File: src/ptpev_cfg.svh
// Constants of the PTP event trigger and stamp control block:
// register byte offsets, field positions, reset values, counter width.
// Included by the package and the top module; definitions only.
`ifndef PTPEV_CFG_SVH
`define PTPEV_CFG_SVH

// Register byte offsets on the Avalon-MM slave
`define PTPEV_AW 12
`define PTPEV_OFS_TSCS 12'h52c
`define PTPEV_OFS_TNS 12'h530
`define PTPEV_OFS_TSEC 12'h534
`define PTPEV_OFS_CTL1 12'h538
`define PTPEV_OFS_INDEX 12'h5f0
`define PTPEV_OFS_ISTAT 12'h5f4
`define PTPEV_OFS_IMASK 12'h5f8
`define PTPEV_OFS_TSSTAT 12'h5fc

// Global unit index register fields
`define PTPEV_IDX_TS_BIT 8

// Timestamp control and status fields
`define PTPEV_TSCS_ACT 4
`define PTPEV_TSCS_TEN 3
`define PTPEV_TSCS_TSRST 2
`define PTPEV_TSCS_SEN 1
`define PTPEV_TSCS_SSRST 0

// Trigger control 1 fields
`define PTPEV_C1_CHAIN 31
`define PTPEV_C1_TAIL 30
`define PTPEV_C1_UPS_HI 27
`define PTPEV_C1_UPS_LO 26
`define PTPEV_C1_NOW 25
`define PTPEV_C1_NOTIFY 24
`define PTPEV_C1_EDGE 23

// Interrupt status / mask layout
`define PTPEV_IS_DONE 0
`define PTPEV_IS_ERR 4
`define PTPEV_IS_RDY 8
`define PTPEV_IS_W 10

// Input unit status fields
`define PTPEV_TSS_OVF 4
`define PTPEV_TSS_RDY 5

// Widths and reset values
`define PTPEV_CNT_W 4
`define PTPEV_NS_W 30
`define PTPEV_RST_WORD 32'h0000_0000

`endif

File: src/ptpev_pkg.sv
// Types of the PTP event trigger and stamp control block.
// Assumes ptpev_cfg.svh is on the include path.
`include "ptpev_cfg.svh"

package ptpev_pkg;

   // Trigger unit sequencing states
   typedef enum logic [2:0] {
      TU_IDLE = 3'b001,
      TU_ARM = 3'b010,
      TU_WAIT = 3'b100
   } ptpev_tu_st_t;

   // Running system time as seen by the comparators
   typedef struct packed {
      logic [31:0] sec;
      logic [`PTPEV_NS_W-1:0] ns;
   } ptpev_time_t;

   // One trigger output unit: settings and sequencing state
   typedef struct packed {
      logic chain_mode_enable;
      logic tail;
      logic [1:0] upsel;
      logic now;
      logic notify;
      logic edge_neg;
      logic [`PTPEV_NS_W-1:0] target_nanoseconds;
      logic [31:0] target_seconds;
      logic en;
      logic output_unit_soft_reset;
      ptpev_tu_st_t st;
   } ptpev_tu_t;

   // One timestamp input unit
   typedef struct packed {
      logic stamp_unit_enable;
      logic input_unit_soft_reset;
      logic prev;
      logic capture_ready_flag;
      logic detect_count_overflow;
      logic [`PTPEV_CNT_W-1:0] event_detect_count;
   } ptpev_iu_t;

   // Whole rising-edge state of the top module
   typedef struct packed {
      ptpev_tu_t [3:0] tu;
      ptpev_iu_t [1:0] iu;
      logic [1:0] tidx;
      logic sidx;
      logic [`PTPEV_IS_W-1:0] stat;
      logic [`PTPEV_IS_W-1:0] mask;
      logic [31:0] rdata;
      logic waitreq;
      logic [3:0] pulse;
      logic irq;
   } ptpev_state_t;

endpackage : ptpev_pkg

File: src/ptpev_top.sv
// PTP event trigger output units (four) and timestamp input units (two)
// with their indexed control registers, behind an Avalon-MM slave.
// Assumes system time arrives synchronous to clk; event pins likewise.
// Register map (byte offsets, bits 1:0 of the address ignored)
// 0x52c unit control and status:
//    bit 4 trigger unit active (read only), bit 3 trigger enable,
//    bit 2 trigger soft reset, bit 1 input enable, bit 0 input soft reset.
//    Trigger fields follow the trigger index; input fields the input index.
//    A write only acts when byte lane 0 is enabled.
// 0x530 target nanoseconds in bits 29:0 of the indexed trigger unit.
// 0x534 target seconds of the indexed trigger unit.
// 0x538 first trigger control word of the indexed trigger unit:
//    bit 31 chained, bit 30 final unit, bits 27:26 upstream unit,
//    bit 25 fire at once, bit 24 report done and error, bit 23 falling edge.
// 0x5f0 unit index: bits 1:0 trigger unit, bit 8 input unit.
// 0x5f4 interrupt status, cleared by reading it:
//    bits 3:0 done per trigger unit, bits 7:4 error per trigger unit,
//    bits 9:8 event seen per input unit.
// 0x5f8 interrupt mask, same layout as the status word.
// 0x5fc status of the indexed input unit:
//    bits 3:0 event count, bit 4 count overflow, bit 5 capture ready.
// Unmapped words read zero and ignore writes, yet are still answered.
//
// Bus timing
// A request is taken on the edge where it meets waitrequest high.
// Waitrequest then drops for exactly one cycle, with read data valid;
// the master releases at that edge and may ask again on the next one.
// A write is visible to a read that is taken one cycle later.
// Reset is synchronous and active low; every register clears to zero except
// the trigger unit states, which load TU_IDLE, and waitrequest, which rests high afterwards.
//
// Trigger unit timing
// Enabling a unit arms it; on the next edge it compares its target
// with system time. A target already reached fires at once; one still
// ahead is waited for; one gone by ends in an error unless fire-at-once
// is set. The output pulse lasts one clock, half a clock later when the
// falling edge is selected.
// Limitation: the falling-edge path is a second flip-flop selected per
// unit, so the output passes through one multiplexer after the flops.
// Limitation: the iteration count is not kept; a chain with a final
// unit runs through once, a chain without one loops until soft reset.
// Upstream select equal to the unit's own index never starts it.
//
// Input unit timing
// A rising edge on an enabled event pin counts once, sets ready and
// the event status bit, and is visible a cycle later. The count stops
// at its top value and then raises overflow instead of wrapping.
// Soft reset bits are stored and hold their unit at defaults while set.
`include "ptpev_cfg.svh"
`timescale 1ns/100ps
`default_nettype none

module ptpev_top (
   input wire logic clk,
   input wire logic resetn,
   input wire logic [`PTPEV_AW-1:0] avs_address,
   input wire logic avs_read,
   input wire logic avs_write,
   input wire logic [31:0] avs_writedata,
   input wire logic [3:0] avs_byteenable,
   output logic [31:0] avs_readdata,
   output logic avs_waitrequest,
   input wire ptpev_pkg::ptpev_time_t sys_time,
   input wire logic [1:0] stamp_event_in,
   output logic [3:0] trig_out,
   output logic irq
);
   import ptpev_pkg::*;

   ptpev_state_t s_q;
   ptpev_state_t s_d;
   logic [3:0] fall_q;

   // Byte-lane merge of write data over the current register value
   function automatic logic [31:0] be_merge(
      input logic [31:0] old,
      input logic [31:0] wd,
      input logic [3:0] be
   );
      logic [31:0] r;
      r = old;
      for (int b = 0; b < 4; b++) begin
         if (be[b]) begin
            r[b*8 +: 8] = wd[b*8 +: 8];
         end
      end
      return r;
   endfunction : be_merge

   // System time at or past target, seconds compared first
   function automatic logic at_or_past(
      input ptpev_time_t t,
      input logic [31:0] sec,
      input logic [`PTPEV_NS_W-1:0] ns
   );
      return (t.sec > sec) || ((t.sec == sec) && (t.ns >= ns));
   endfunction : at_or_past

   // Next-state logic: bus slave, trigger engines, input units, interrupts
   always_comb begin
      logic acc;
      logic wr;
      logic [`PTPEV_AW-1:0] wa;
      logic [31:0] rw;
      logic [31:0] wd;
      logic [3:0] fire;
      logic [`PTPEV_IS_W-1:0] ev;
      logic [`PTPEV_IS_W-1:0] clr;
      logic [1:0] t;
      logic s;
      logic late;
      acc = 1'b0;
      wr = 1'b0;
      wa = '0;
      rw = `PTPEV_RST_WORD;
      wd = `PTPEV_RST_WORD;
      fire = '0;
      ev = '0;
      clr = '0;
      t = s_q.tidx;
      s = s_q.sidx;
      late = 1'b0;
      s_d = s_q;
      s_d.pulse = '0;

      // One access per request; waitrequest drops for exactly one cycle
      acc = (avs_read || avs_write) && s_q.waitreq;
      wr = acc && avs_write;
      wa = {avs_address[`PTPEV_AW-1:2], 2'b00};
      s_d.waitreq = !acc;

      // Read view of the addressed word; unmapped words read zero
      case (wa)
         `PTPEV_OFS_INDEX: begin
            rw[1:0] = s_q.tidx;
            rw[`PTPEV_IDX_TS_BIT] = s_q.sidx;
         end
         `PTPEV_OFS_TSCS: begin
            rw[`PTPEV_TSCS_ACT] = (s_q.tu[t].st != TU_IDLE);
            rw[`PTPEV_TSCS_TEN] = s_q.tu[t].en;
            rw[`PTPEV_TSCS_TSRST] = s_q.tu[t].output_unit_soft_reset;
            rw[`PTPEV_TSCS_SEN] = s_q.iu[s].stamp_unit_enable;
            rw[`PTPEV_TSCS_SSRST] = s_q.iu[s].input_unit_soft_reset;
         end
         `PTPEV_OFS_TNS: begin
            rw[`PTPEV_NS_W-1:0] = s_q.tu[t].target_nanoseconds;
         end
         `PTPEV_OFS_TSEC: begin
            rw = s_q.tu[t].target_seconds;
         end
         `PTPEV_OFS_CTL1: begin
            rw[`PTPEV_C1_CHAIN] = s_q.tu[t].chain_mode_enable;
            rw[`PTPEV_C1_TAIL] = s_q.tu[t].tail;
            rw[`PTPEV_C1_UPS_HI:`PTPEV_C1_UPS_LO] = s_q.tu[t].upsel;
            rw[`PTPEV_C1_NOW] = s_q.tu[t].now;
            rw[`PTPEV_C1_NOTIFY] = s_q.tu[t].notify;
            rw[`PTPEV_C1_EDGE] = s_q.tu[t].edge_neg;
         end
         `PTPEV_OFS_ISTAT: begin
            rw[`PTPEV_IS_W-1:0] = s_q.stat;
         end
         `PTPEV_OFS_IMASK: begin
            rw[`PTPEV_IS_W-1:0] = s_q.mask;
         end
         `PTPEV_OFS_TSSTAT: begin
            rw[`PTPEV_CNT_W-1:0] = s_q.iu[s].event_detect_count;
            rw[`PTPEV_TSS_OVF] = s_q.iu[s].detect_count_overflow;
            rw[`PTPEV_TSS_RDY] = s_q.iu[s].capture_ready_flag;
         end
         default: begin
            rw = `PTPEV_RST_WORD;
         end
      endcase
      if (acc && avs_read) begin
         s_d.rdata = rw;
      end

      // Trigger engines: arm checks for a past target, wait compares
      for (int i = 0; i < 4; i++) begin
         late = (sys_time.sec > s_q.tu[i].target_seconds) ||
                ((sys_time.sec == s_q.tu[i].target_seconds) &&
                 (sys_time.ns > s_q.tu[i].target_nanoseconds));
         case (s_q.tu[i].st)
            TU_IDLE: begin
               s_d.tu[i].st = TU_IDLE;
            end
            TU_ARM: begin
               if (late && !s_q.tu[i].now) begin
                  // Target already gone by: finish without output
                  s_d.tu[i].st = TU_IDLE;
                  s_d.tu[i].en = 1'b0;
                  ev[`PTPEV_IS_ERR + i] = s_q.tu[i].notify;
               end else if (late ||
                  at_or_past(sys_time, s_q.tu[i].target_seconds, s_q.tu[i].target_nanoseconds)) begin
                  fire[i] = 1'b1;
               end else begin
                  s_d.tu[i].st = TU_WAIT;
               end
            end
            TU_WAIT: begin
               if (at_or_past(sys_time, s_q.tu[i].target_seconds, s_q.tu[i].target_nanoseconds)) begin
                  fire[i] = 1'b1;
               end
            end
            default: begin
               s_d.tu[i].st = TU_IDLE;
            end
         endcase
         if (fire[i]) begin
            s_d.pulse[i] = 1'b1;
            s_d.tu[i].st = TU_IDLE;
            s_d.tu[i].en = 1'b0;
            ev[`PTPEV_IS_DONE + i] = s_q.tu[i].notify;
         end
      end

      // Chain hand-off: a non-final unit's done starts its downstream
      for (int k = 0; k < 4; k++) begin
         for (int j = 0; j < 4; j++) begin
            if (fire[j] && s_q.tu[j].chain_mode_enable && !s_q.tu[j].tail &&
                s_q.tu[k].chain_mode_enable && (j != k) &&
                (s_q.tu[k].upsel == 2'(j))) begin
               s_d.tu[k].st = TU_ARM;
            end
         end
      end

      // Input units count rising edges on their event pins
      for (int i = 0; i < 2; i++) begin
         s_d.iu[i].prev = stamp_event_in[i];
         if (s_q.iu[i].stamp_unit_enable && stamp_event_in[i] && !s_q.iu[i].prev) begin
            s_d.iu[i].capture_ready_flag = 1'b1;
            ev[`PTPEV_IS_RDY + i] = 1'b1;
            if (&s_q.iu[i].event_detect_count) begin
               // Count saturates rather than wrap, so software sees the loss
               s_d.iu[i].detect_count_overflow = 1'b1;
            end else begin
               s_d.iu[i].event_detect_count = s_q.iu[i].event_detect_count + 1'b1;
            end
         end
      end

      // Register writes, after the engines so software wins a tie, except the input flags on a disable
      wd = be_merge(rw, avs_writedata, avs_byteenable);
      if (wr) begin
         case (wa)
            `PTPEV_OFS_INDEX: begin
               s_d.tidx = wd[1:0];
               s_d.sidx = wd[`PTPEV_IDX_TS_BIT];
            end
            `PTPEV_OFS_TSCS: begin
               if (avs_byteenable[0]) begin
                  s_d.tu[t].output_unit_soft_reset = wd[`PTPEV_TSCS_TSRST];
                  if (!wd[`PTPEV_TSCS_TEN]) begin
                     s_d.tu[t].en = 1'b0;
                     s_d.tu[t].st = TU_IDLE;
                  end else if (!s_q.tu[t].en) begin
                     s_d.tu[t].en = 1'b1;
                     s_d.tu[t].st = TU_ARM;
                  end
                  s_d.iu[s].input_unit_soft_reset = wd[`PTPEV_TSCS_SSRST];
                  s_d.iu[s].stamp_unit_enable = wd[`PTPEV_TSCS_SEN];
                  if (wd[`PTPEV_TSCS_SEN]) begin
                     s_d.iu[s].event_detect_count = '0;
                  end else begin
                     // Flags that a same-cycle event raises survive the clear
                     s_d.iu[s].capture_ready_flag = ev[`PTPEV_IS_RDY + s];
                     s_d.iu[s].detect_count_overflow = ev[`PTPEV_IS_RDY + s] &&
                        (&s_q.iu[s].event_detect_count);
                  end
               end
            end
            `PTPEV_OFS_TNS: begin
               s_d.tu[t].target_nanoseconds = wd[`PTPEV_NS_W-1:0];
            end
            `PTPEV_OFS_TSEC: begin
               s_d.tu[t].target_seconds = wd;
            end
            `PTPEV_OFS_CTL1: begin
               s_d.tu[t].chain_mode_enable = wd[`PTPEV_C1_CHAIN];
               s_d.tu[t].tail = wd[`PTPEV_C1_TAIL];
               s_d.tu[t].upsel = wd[`PTPEV_C1_UPS_HI:`PTPEV_C1_UPS_LO];
               s_d.tu[t].now = wd[`PTPEV_C1_NOW];
               s_d.tu[t].notify = wd[`PTPEV_C1_NOTIFY];
               s_d.tu[t].edge_neg = wd[`PTPEV_C1_EDGE];
            end
            `PTPEV_OFS_IMASK: begin
               s_d.mask = wd[`PTPEV_IS_W-1:0];
            end
            default: begin
               s_d.mask = s_d.mask;
            end
         endcase
      end

      // Soft resets hold their unit at defaults while set
      for (int i = 0; i < 4; i++) begin
         if (s_d.tu[i].output_unit_soft_reset) begin
            s_d.tu[i] = '0;
            s_d.tu[i].output_unit_soft_reset = 1'b1;
            s_d.tu[i].st = TU_IDLE;
         end
      end
      for (int i = 0; i < 2; i++) begin
         if (s_d.iu[i].input_unit_soft_reset) begin
            s_d.iu[i].stamp_unit_enable = 1'b0;
            s_d.iu[i].capture_ready_flag = 1'b0;
            s_d.iu[i].detect_count_overflow = 1'b0;
            s_d.iu[i].event_detect_count = '0;
         end
      end

      // Sticky status: read clears, a same-cycle event still sets
      if (acc && avs_read && (wa == `PTPEV_OFS_ISTAT)) begin
         clr = s_q.stat;
      end
      s_d.stat = (s_q.stat & ~clr) | ev;
      s_d.irq = |(s_d.stat & s_d.mask);
   end

   // State register; waitrequest rests high so a request waits one cycle
   always_ff @(posedge clk) begin
      if (!resetn) begin
         s_q <= '0;
         s_q.waitreq <= 1'b1;
         for (int i = 0; i < 4; i++) begin
            s_q.tu[i].st <= TU_IDLE;
         end
      end else begin
         s_q <= s_d;
      end
   end

   // Half-cycle delayed copy of the fire pulses for falling-edge timing
   always_ff @(negedge clk) begin
      if (!resetn) begin
         fall_q <= '0;
      end else begin
         fall_q <= s_q.pulse;
      end
   end

   // Output selection per unit; both sources are flip-flops
   always_comb begin
      for (int i = 0; i < 4; i++) begin
         trig_out[i] = s_q.tu[i].edge_neg ? fall_q[i] : s_q.pulse[i];
      end
   end

   assign avs_readdata = s_q.rdata;
   assign avs_waitrequest = s_q.waitreq;
   assign irq = s_q.irq;

endmodule : ptpev_top

`default_nettype wire
File: config.mk
export PLATFORM = sky130hd
export DESIGN_NAME = ptpev_top
export DESIGN_NICKNAME = d
export VERILOG_FILES = /design/src/ptpev_pkg.sv /design/src/ptpev_top.sv
export VERILOG_INCLUDE_DIRS = /design/src
export SDC_FILE = /design/constraint.sdc
export NUM_CORES = 1
export LEC_CHECK = 0
export ABC_AREA = 0
export BUFFER_PORTS_ARGS = -buffer_cell sky130_fd_sc_hd__buf_2
export CAP_MARGIN = 10
export CORE_ASPECT_RATIO = 0.75
export CORE_MARGIN = 2
export CORE_UTILIZATION = 55
export DETAILED_ROUTE_END_ITERATION = 6
export HOLD_SLACK_MARGIN = 0.06
export PLACE_DENSITY = 0.73
export RECOVER_POWER = 50
export SLEW_MARGIN = 20
export SYNTH_ARGS = -nofsm -noshare
export SYNTH_HDL_FRONTEND = slang
export SYNTH_SLANG_ARGS = --single-unit
export TNS_END_PERCENT = 100
File: constraint.sdc
create_clock -name clk -period 5.4 [get_ports clk]
set_input_delay 0.54 -clock clk [delete_from_list [all_inputs] [get_ports clk]]
set_output_delay 0.54 -clock clk [all_outputs]
set_load 0.05 [all_outputs]
## Word level (Yosys, flattened, before mapping)

Index checks and enable logic that the tools add are counted.

- Bits in registers: 379
- Input bits: 116
- Output and inout port bits: 38
- Logic and storage cells: 386

- $add $sub $neg: 3
- Order comparisons: 17
- Equal/unequal tests: 31
- Multiplexer cells: 169
- Bitwise logic cells: 5
- Reduce and logical (&&, ||, !) cells: 96

Operators with widths:

| cell | number |
|---|---|
| bitwise mux 296 bit | 13 |
| demux 74 bit (select 2 bit) | 11 |
| one-hot mux 296 bit (4 select lines) | 1 |
| 2-to-1 mux 296 bit | 2 |
| 2-to-1 mux 314 bit | 1 |
| 2-to-1 mux 248 bit | 1 |
| binary-select mux 74 bit (select 2 bit) | 1 |
| 2-to-1 mux 74 bit | 2 |
| equality test 32 bit | 4 |
| greater-than comparator 32 bit | 4 |
| >= comparator 30 bit | 4 |
| greater-than comparator 30 bit | 4 |
| bitwise mux 18 bit | 5 |
| equality test 10 x 9 -> 1 bit (second input constant) | 8 |
| 2-to-1 mux 3 bit | 26 |
| 2-to-1 mux 73 bit | 1 |
| 2-to-1 mux 72 bit | 1 |
| 2-to-1 mux 70 bit | 1 |
| 2-to-1 mux 69 bit | 1 |
| 2-to-1 mux 68 bit | 1 |
| 2-to-1 mux 67 bit | 1 |
| logical AND 1 bit | 55 |
| 2-to-1 mux 1 bit | 49 |
| demux 9 bit (select 1 bit) | 5 |
| other kinds (45) | 119 |

## Logic depth before layout (Yosys ltp)

Gate-level depths: netlist of the first run.

- Word-level depth: 23
- Gate-level depth with buffers: 12
- Mapped depth without buffers: 12

==> flow_summary_export.csv, run 1 <==
group,metric,value,unit
outcome,status,"complete, but fails checks",
outcome,violations,"max-capacitance violations, max-slew violations",
floorplan,core_area,41970,sq um
routing,drc,0,
yosys,synth_top_area_share,32.54,%
global_route,grt_max_degree,57,
setup_path,cp_data_required_time,5.86,ns
global_route,antenna_found_initial,2,
min_path,hp-class,"in -> reg",
yosys,synth_area,23310,sq um
clocking,cts_hold_buf,0,
finish,final_nets,3308,
routing,final_antenna_net_count,0,
yosys,synthTopCellsByArea,"dfxtp_1, ha_1, nor2_1",
pwr,power_frac_comb,9.6,%
floorplan,die_area,44070,sq um
timing,finalClockSkew,0.04727,ns
routing,num_vias,22060,
clocking,clock_sinks,379,
timing,hold_violations,0,
clocking,tritoncts,"built",
placed_design,gp_congestion,1.025,
yosys,synth-seq-cells,379,
pwr,total_power,6362,uW
finish,layout_common_cells,"nor2_1, dfxtp_1, a21oi_1",
pwr,switchingPower,1677,uW
setup_path,worstSetupPathType,"reg -> reg",
timing,fmax,0.2090,GHz
routing,dr.pass1.iters,5,
placed_design,placed_cell_area,24480,sq um
yosys,ys.flop_type,"dfxtp_1",
routing,wl,84.78,mm
yosys,synth_nets,3228,
pwr,power_switching_share,26.36,%
yosys,seq_area_frac_synth,32.54,%
clocking,postCtsSetupRepairBufs,0,
clocking,cts.clk_slew.worst_paths,0.07,ns
placed_design,io_buffers,151,
yosys,syn_inst,2862,
finish,final_area,25690,sq um
yosys,synth_edf_count,0,
routing,wl_per_cell,23.93,microns
run,cap_violations,4,
yosys,synthDistinctLibCells,82,
floorplan,die_h,182.3,microns
floorplan,io_pins,154,
timing,worst_pin_slew,1.717,ns
floorplan,rows,65,
yosys,ys_async_sr_fraction,0,%
setup_path,start_kind,"flip-flop",
global_route,grt_pass1_vias,20920,
clocking,clkLatencyLatePin,0.61,ns
global_route,grt_pass1_wl,126.6,mm
setup_path,endpoint_kind,"flip-flop",
pwr,vdd_drop_max,0.1963,mV
timing,report.final.slew_viol_count,119,
finish,drive_above_1_share,11.04,%
timing,finalSetupViolCount,0,
pwr,clkPwrFrac,46.2,%
clocking,clockBufferDepth,3,
clocking,root_buffer,"clkbuf_16",
timing,finalWorstSetupSlack,0.6161,ns
setup_path,worst-path-max-fanout,43,
routing,drt_iter0_markers,2370,
yosys,yosysTopAreaCell,"dfxtp_1",
pwr,intPower,4685,uW
finish,mostFrequentLayoutCell,"nor2_1",
pwr,power.density,247.6,nW/um^2
timing,min_period,4.784,ns
pwr,p_leak,0.009284,uW
clocking,cts_htree_levels,2,
setup_path,cp.arrival,5.24,ns
clocking,cts-resized-gates,0,
yosys,yosysWarningCount,0,
timing,rsz0062_at_grt,"no",
timing,period_share,88.59,%
timing,tns,0,ns
global_route,grt_use_total,37.78,%
yosys,avgSynthCellArea,8.146,sq um
global_route,overflow,0,
timing,max_slew_margin,-14.44,%
pwr,seq_power_share,44.2,%
timing,holdWs,0.2100,ns
clocking,cts_buffers,40,
routing,viasPerCell,6.227,
finish,areaGrowthSynthToFinish,10.21,%
placed_design,dp_slack,0.8080,ns
placed_design,hpwl,63.41,mm
floorplan,start_util,55.55,%
floorplan,die_w,241.7,microns
final timing paths:
check / from / endpoint / slack, ns / cells past startpoint
min: stamp_event_in[0] / s_q[67] / 0.21 / 2
max reg2reg: s_q[60] / s_q[364] / 0.62 / 6
min reg2reg: avs_readdata[25] / avs_readdata[25] / 0.46 / 2
max: s_q[60] / s_q[364] / 0.62 / 6
routing by layer:
layer	wire [microns]	share of wire (%)	vias to the layer above	track usage, %
met5	0	0	-	0
met4	2138	2.5	0	10.77
met3	11390	13	140	13.75
met2	35390	42	1097	56.16
met1	35850	42	10630	51.49
li1	-	-	10180	-
registers in the layout, summed over array words and instances, names as in the netlist, named ones only:
register,cells
avs_readdata,32
avs_waitrequest,1
fall_q,4
irq,1
s_q,339
cell usage after synthesis, drive strengths merged (43+ instances only):
library cell	instances
dfxtp	379
clkbuf	116
a211oi	111
nand3	59
nor2	513
buf	56
nand4	48
o21ai	43
a21oi	333
inv	268
ha	250
nor3	51
mux4	71
nand2	212
per-stage QoR:
step                instances  util (%)
floorplan                2862         -
global placement         3466     58.32
detailed placement       3466     58.33
CTS                      3541     61.61
global route             3542     61.23
finish                   3542     61.23
power groups by stage:
stage	logic (uW)	registers, uW	clock network, uW
after detailed placement	605	2880	5.77
after floorplan	358	2880	5.77
after global routing	661	2810	3050
after CTS	607	2810	2930
final	611	2810	2940
after global placement	589	2880	5.77
final cells by class:
cell class | instances | area, sq um
Inverter | 267 | 1002
Sequential cell | 379 | 7595
Timing Repair Buffer | 207 | 1056
Antenna cell | 1 | 2.502
Tap cell | 569 | 711.9
Clock inverter | 18 | 146.4
Fill cell | 3775 | 16270
Multi-Input combinational cell | 2043 | 13950
Clock buffer | 58 | 1234
critical path, stage by stage (launching register included):
cell and delay (ns):
dfxtp_4 0.94, clkbuf_1 0.75, nand3_1 0.36, mux2i_1 0.36
nand2_1 1.00, clkbuf_2 0.81, a211oi_1 0.38
cells by family after synthesis:
family / count (synthesis) / synth area share (%)
AO/OA/AOI/OAI: 641 / 17.06
XOR/XNOR: 3 / 0.1127
adder cells (fa/ha/maj): 250 / 13.42
buffers and inverters: 440 / 7.777
flip-flops: 379 / 32.54
multiplexers: 124 / 9.306
AND/OR/NAND/NOR: 1025 / 19.79
(Power assumes the default switching activity.)
==> inputs of run 2 (changes only) <==
CORE_MARGIN = 4   (was 2)
==> run 2 against run 1 <==
Non-clock buffer count up 1. Largest cell class unchanged. Sequential cell count unchanged. Sequential share of layout area decreased by 0.20 points. Clock power rose by 5%. The flow still finishes with violations (max-capacitance violations, max-slew violations). Global-route usage is 2.0 points lower. Combinational power increased by 0.8%. Clock-buffer cell count fell by 3. Worst setup slack worse by 0.10 ns. Routed wire length down 0.53%. Register-to-register slack worse by 0.10 ns.
==> flow_summary_export.csv, run 2 (same netlist as run 1, synthesis figures left out) <==
group,metric,value,unit
floorplan,rows,65,
timing,max_slew_margin,-63.14,%
global_route,grt_max_degree,57,
finish,num-fill-cells,3723,
setup_path,crit_family,"buffers and inverters",
timing,finalClockSkew,0.04615,ns
setup_path,path_buf_inv,2,
setup_path,slowest_stage,"dlymetal6s2s_1",
setup_path,worstSetupPathType,"reg -> reg",
placed_design,hpwl,63.14,mm
floorplan,io_pins,154,
pwr,power_switching_share,26.30,%
finish,drive_above_1_share,11.62,%
setup_path,cp.arrival,5.26,ns
outcome,violations,"max-capacitance violations, max-slew violations",
clocking,cts_hold_buf,0,
routing,dr.pass1.iters,5,
timing,fmax,0.2047,GHz
pwr,intPower,4797,uW
floorplan,die_h,186.3,microns
finish,largest_reg_flops,339,
floorplan,die_w,245.7,microns
pwr,power_frac_comb,9.5,%
timing,report.final.slew_viol_count,310,
clocking,cts_htree_levels,2,
min_path,hp-class,"in -> reg",
finish,layout_common_cells,"nor2_1, dfxtp_1, a21oi_1",
routing,wl_per_cell,23.77,microns
clocking,clkLatencyLatePin,0.60,ns
timing,worst_pin_slew,2.447,ns
floorplan,die_area,45780,sq um
global_route,antenna_found_initial,3,
setup_path,worstPathCellList,"buf_4, nand3_1, mux2i_1, nand2_1, dlymetal6s2s_1, nor2_1",
floorplan,start_util,55.55,%
finish,top_register,"s_q",
setup_path,slowest_delay,1.30,ns
pwr,clkPwrFrac,47.3,%
pwr,power.density,251.7,nW/um^2
pwr,switchingPower,1712,uW
pwr,p_leak,0.009369,uW
finish,mostFrequentLayoutCell,"nor2_1",
placed_design,gp_congestion,0.9828,
clocking,postCtsSetupRepairBufs,0,
timing,finalSetupViolCount,0,
global_route,grt_pass1_vias,20830,
run,cap_violations,9,
routing,drt_iter0_markers,2785,
global_route,overflow,0,
clocking,root_buffer,"clkbuf_16",
global_route,grt_use_total,35.74,%
routing,drc,0,
timing,min_period,4.886,ns
timing,holdWs,0.2166,ns
pwr,seq_power_share,43.2,%
timing,hold_violations,0,
setup_path,endpoint_kind,"flip-flop",
timing,tns,0,ns
floorplan,core_area,41970,sq um
timing,rsz0062_at_grt,"no",
setup_path,cp_data_required_time,5.78,ns
timing,period_share,90.48,%
routing,wl,84.32,mm
clocking,clockBufferDepth,3,
pwr,vdd_drop_max,0.2241,mV
finish,final_util,61.62,%
routing,num_vias,22290,
clocking,tritoncts,"built",
routing,final_antenna_net_count,0,
finish,areaGrowthSynthToFinish,10.92,%
clocking,cts-resized-gates,0,
placed_design,io_buffers,151,
clocking,cts.clk_slew.worst_paths,0.07,ns
routing,viasPerCell,6.282,
clocking,cts_buffers,41,
outcome,status,"complete, but fails checks",
global_route,grt_pass1_wl,126.4,mm
setup_path,start_kind,"flip-flop",
finish,final_nets,3310,
clocking,clock_sinks,379,
setup_path,worst-path-max-fanout,34,
## run 2: changes by cell type in the layout (fill, tap and decap cells not counted), moves of 3 or more
| cell | previous run | this run |
|---|---|---|
| buf_4 | 35 | 47 |
| bufinv_16 | 2 | 5 |
| clkbuf_1 | 60 | 51 |
| clkbuf_8 | 8 | 4 |
| clkinv_4 | 0 | 4 |
| inv_4 | 3 | 0 |
| inv_6 | 1 | 4 |
## run 2: routing by layer
metal / vias to the layer above / part of all wire, % / track usage, %
met5: - / 0 / 0
met4: 0 / 3.2 / 9.466
met3: 192 / 13 / 8.907
met2: 1287 / 41 / 52.47
met1: 10600 / 43 / 52.63
li1: 10210 / - / -
## run 2: through the flow
stage          cells  setup WS (ns)  area [sq um]  total power, uW
2_1_floorplan   2862          1.482         23310             3242
3_3_place_gp    3467          1.082         24480             3470
3_5_place_dp    3467          1.062         24480             3484
4_1_cts         3546         0.7888         25940             6514
5_1_grt         3548         0.3884         25860             6685
6_report        3548         0.5142         25860             6510
## run 2: area by class of cell
cell class / count / area [sq um] / area share, %
diodes: 2 / 5.005 / 0.01935
flip-flops and latches: 379 / 7592 / 29.36
repair buffers: 208 / 1126 / 4.355
multi-input cells: 2043 / 13960 / 53.97
well taps: 569 / 711.9 / 2.753
clock buffers: 55 / 1182 / 4.572
inverters: 267 / 1003 / 3.881
clock inverters: 25 / 280.3 / 1.084
## run 2: path summary, 6_finish.rpt
path                                  startpoint               end  slack, ns  cells past startpoint
worst max-delay path                     s_q[60]          s_q[327]       0.51                      6
worst min-delay path                   avs_write   avs_waitrequest       0.22                      2
worst max register to register           s_q[60]          s_q[327]       0.51                      6
worst min register to register  avs_readdata[27]  avs_readdata[27]       0.46                      2
## run 2: power groups by stage
stage	combinational (uW)	clock [uW]	sequential (uW)
after floorplan	358	5.77	2880
after global placement	588	5.77	2880
after detailed placement	602	5.77	2880
after CTS	606	3090	2810
after global routing	665	3200	2810
final	616	3080	2810
## run 2: worst register-to-register path, stage by stage, from the launching register on
cell and delay [ns]:
dfxtp_2 1.21, buf_4 0.49, nand3_1 0.23, mux2i_1 0.20, nand2_1 1.11, dlymetal6s2s_1 1.31, nor2_1 0.16
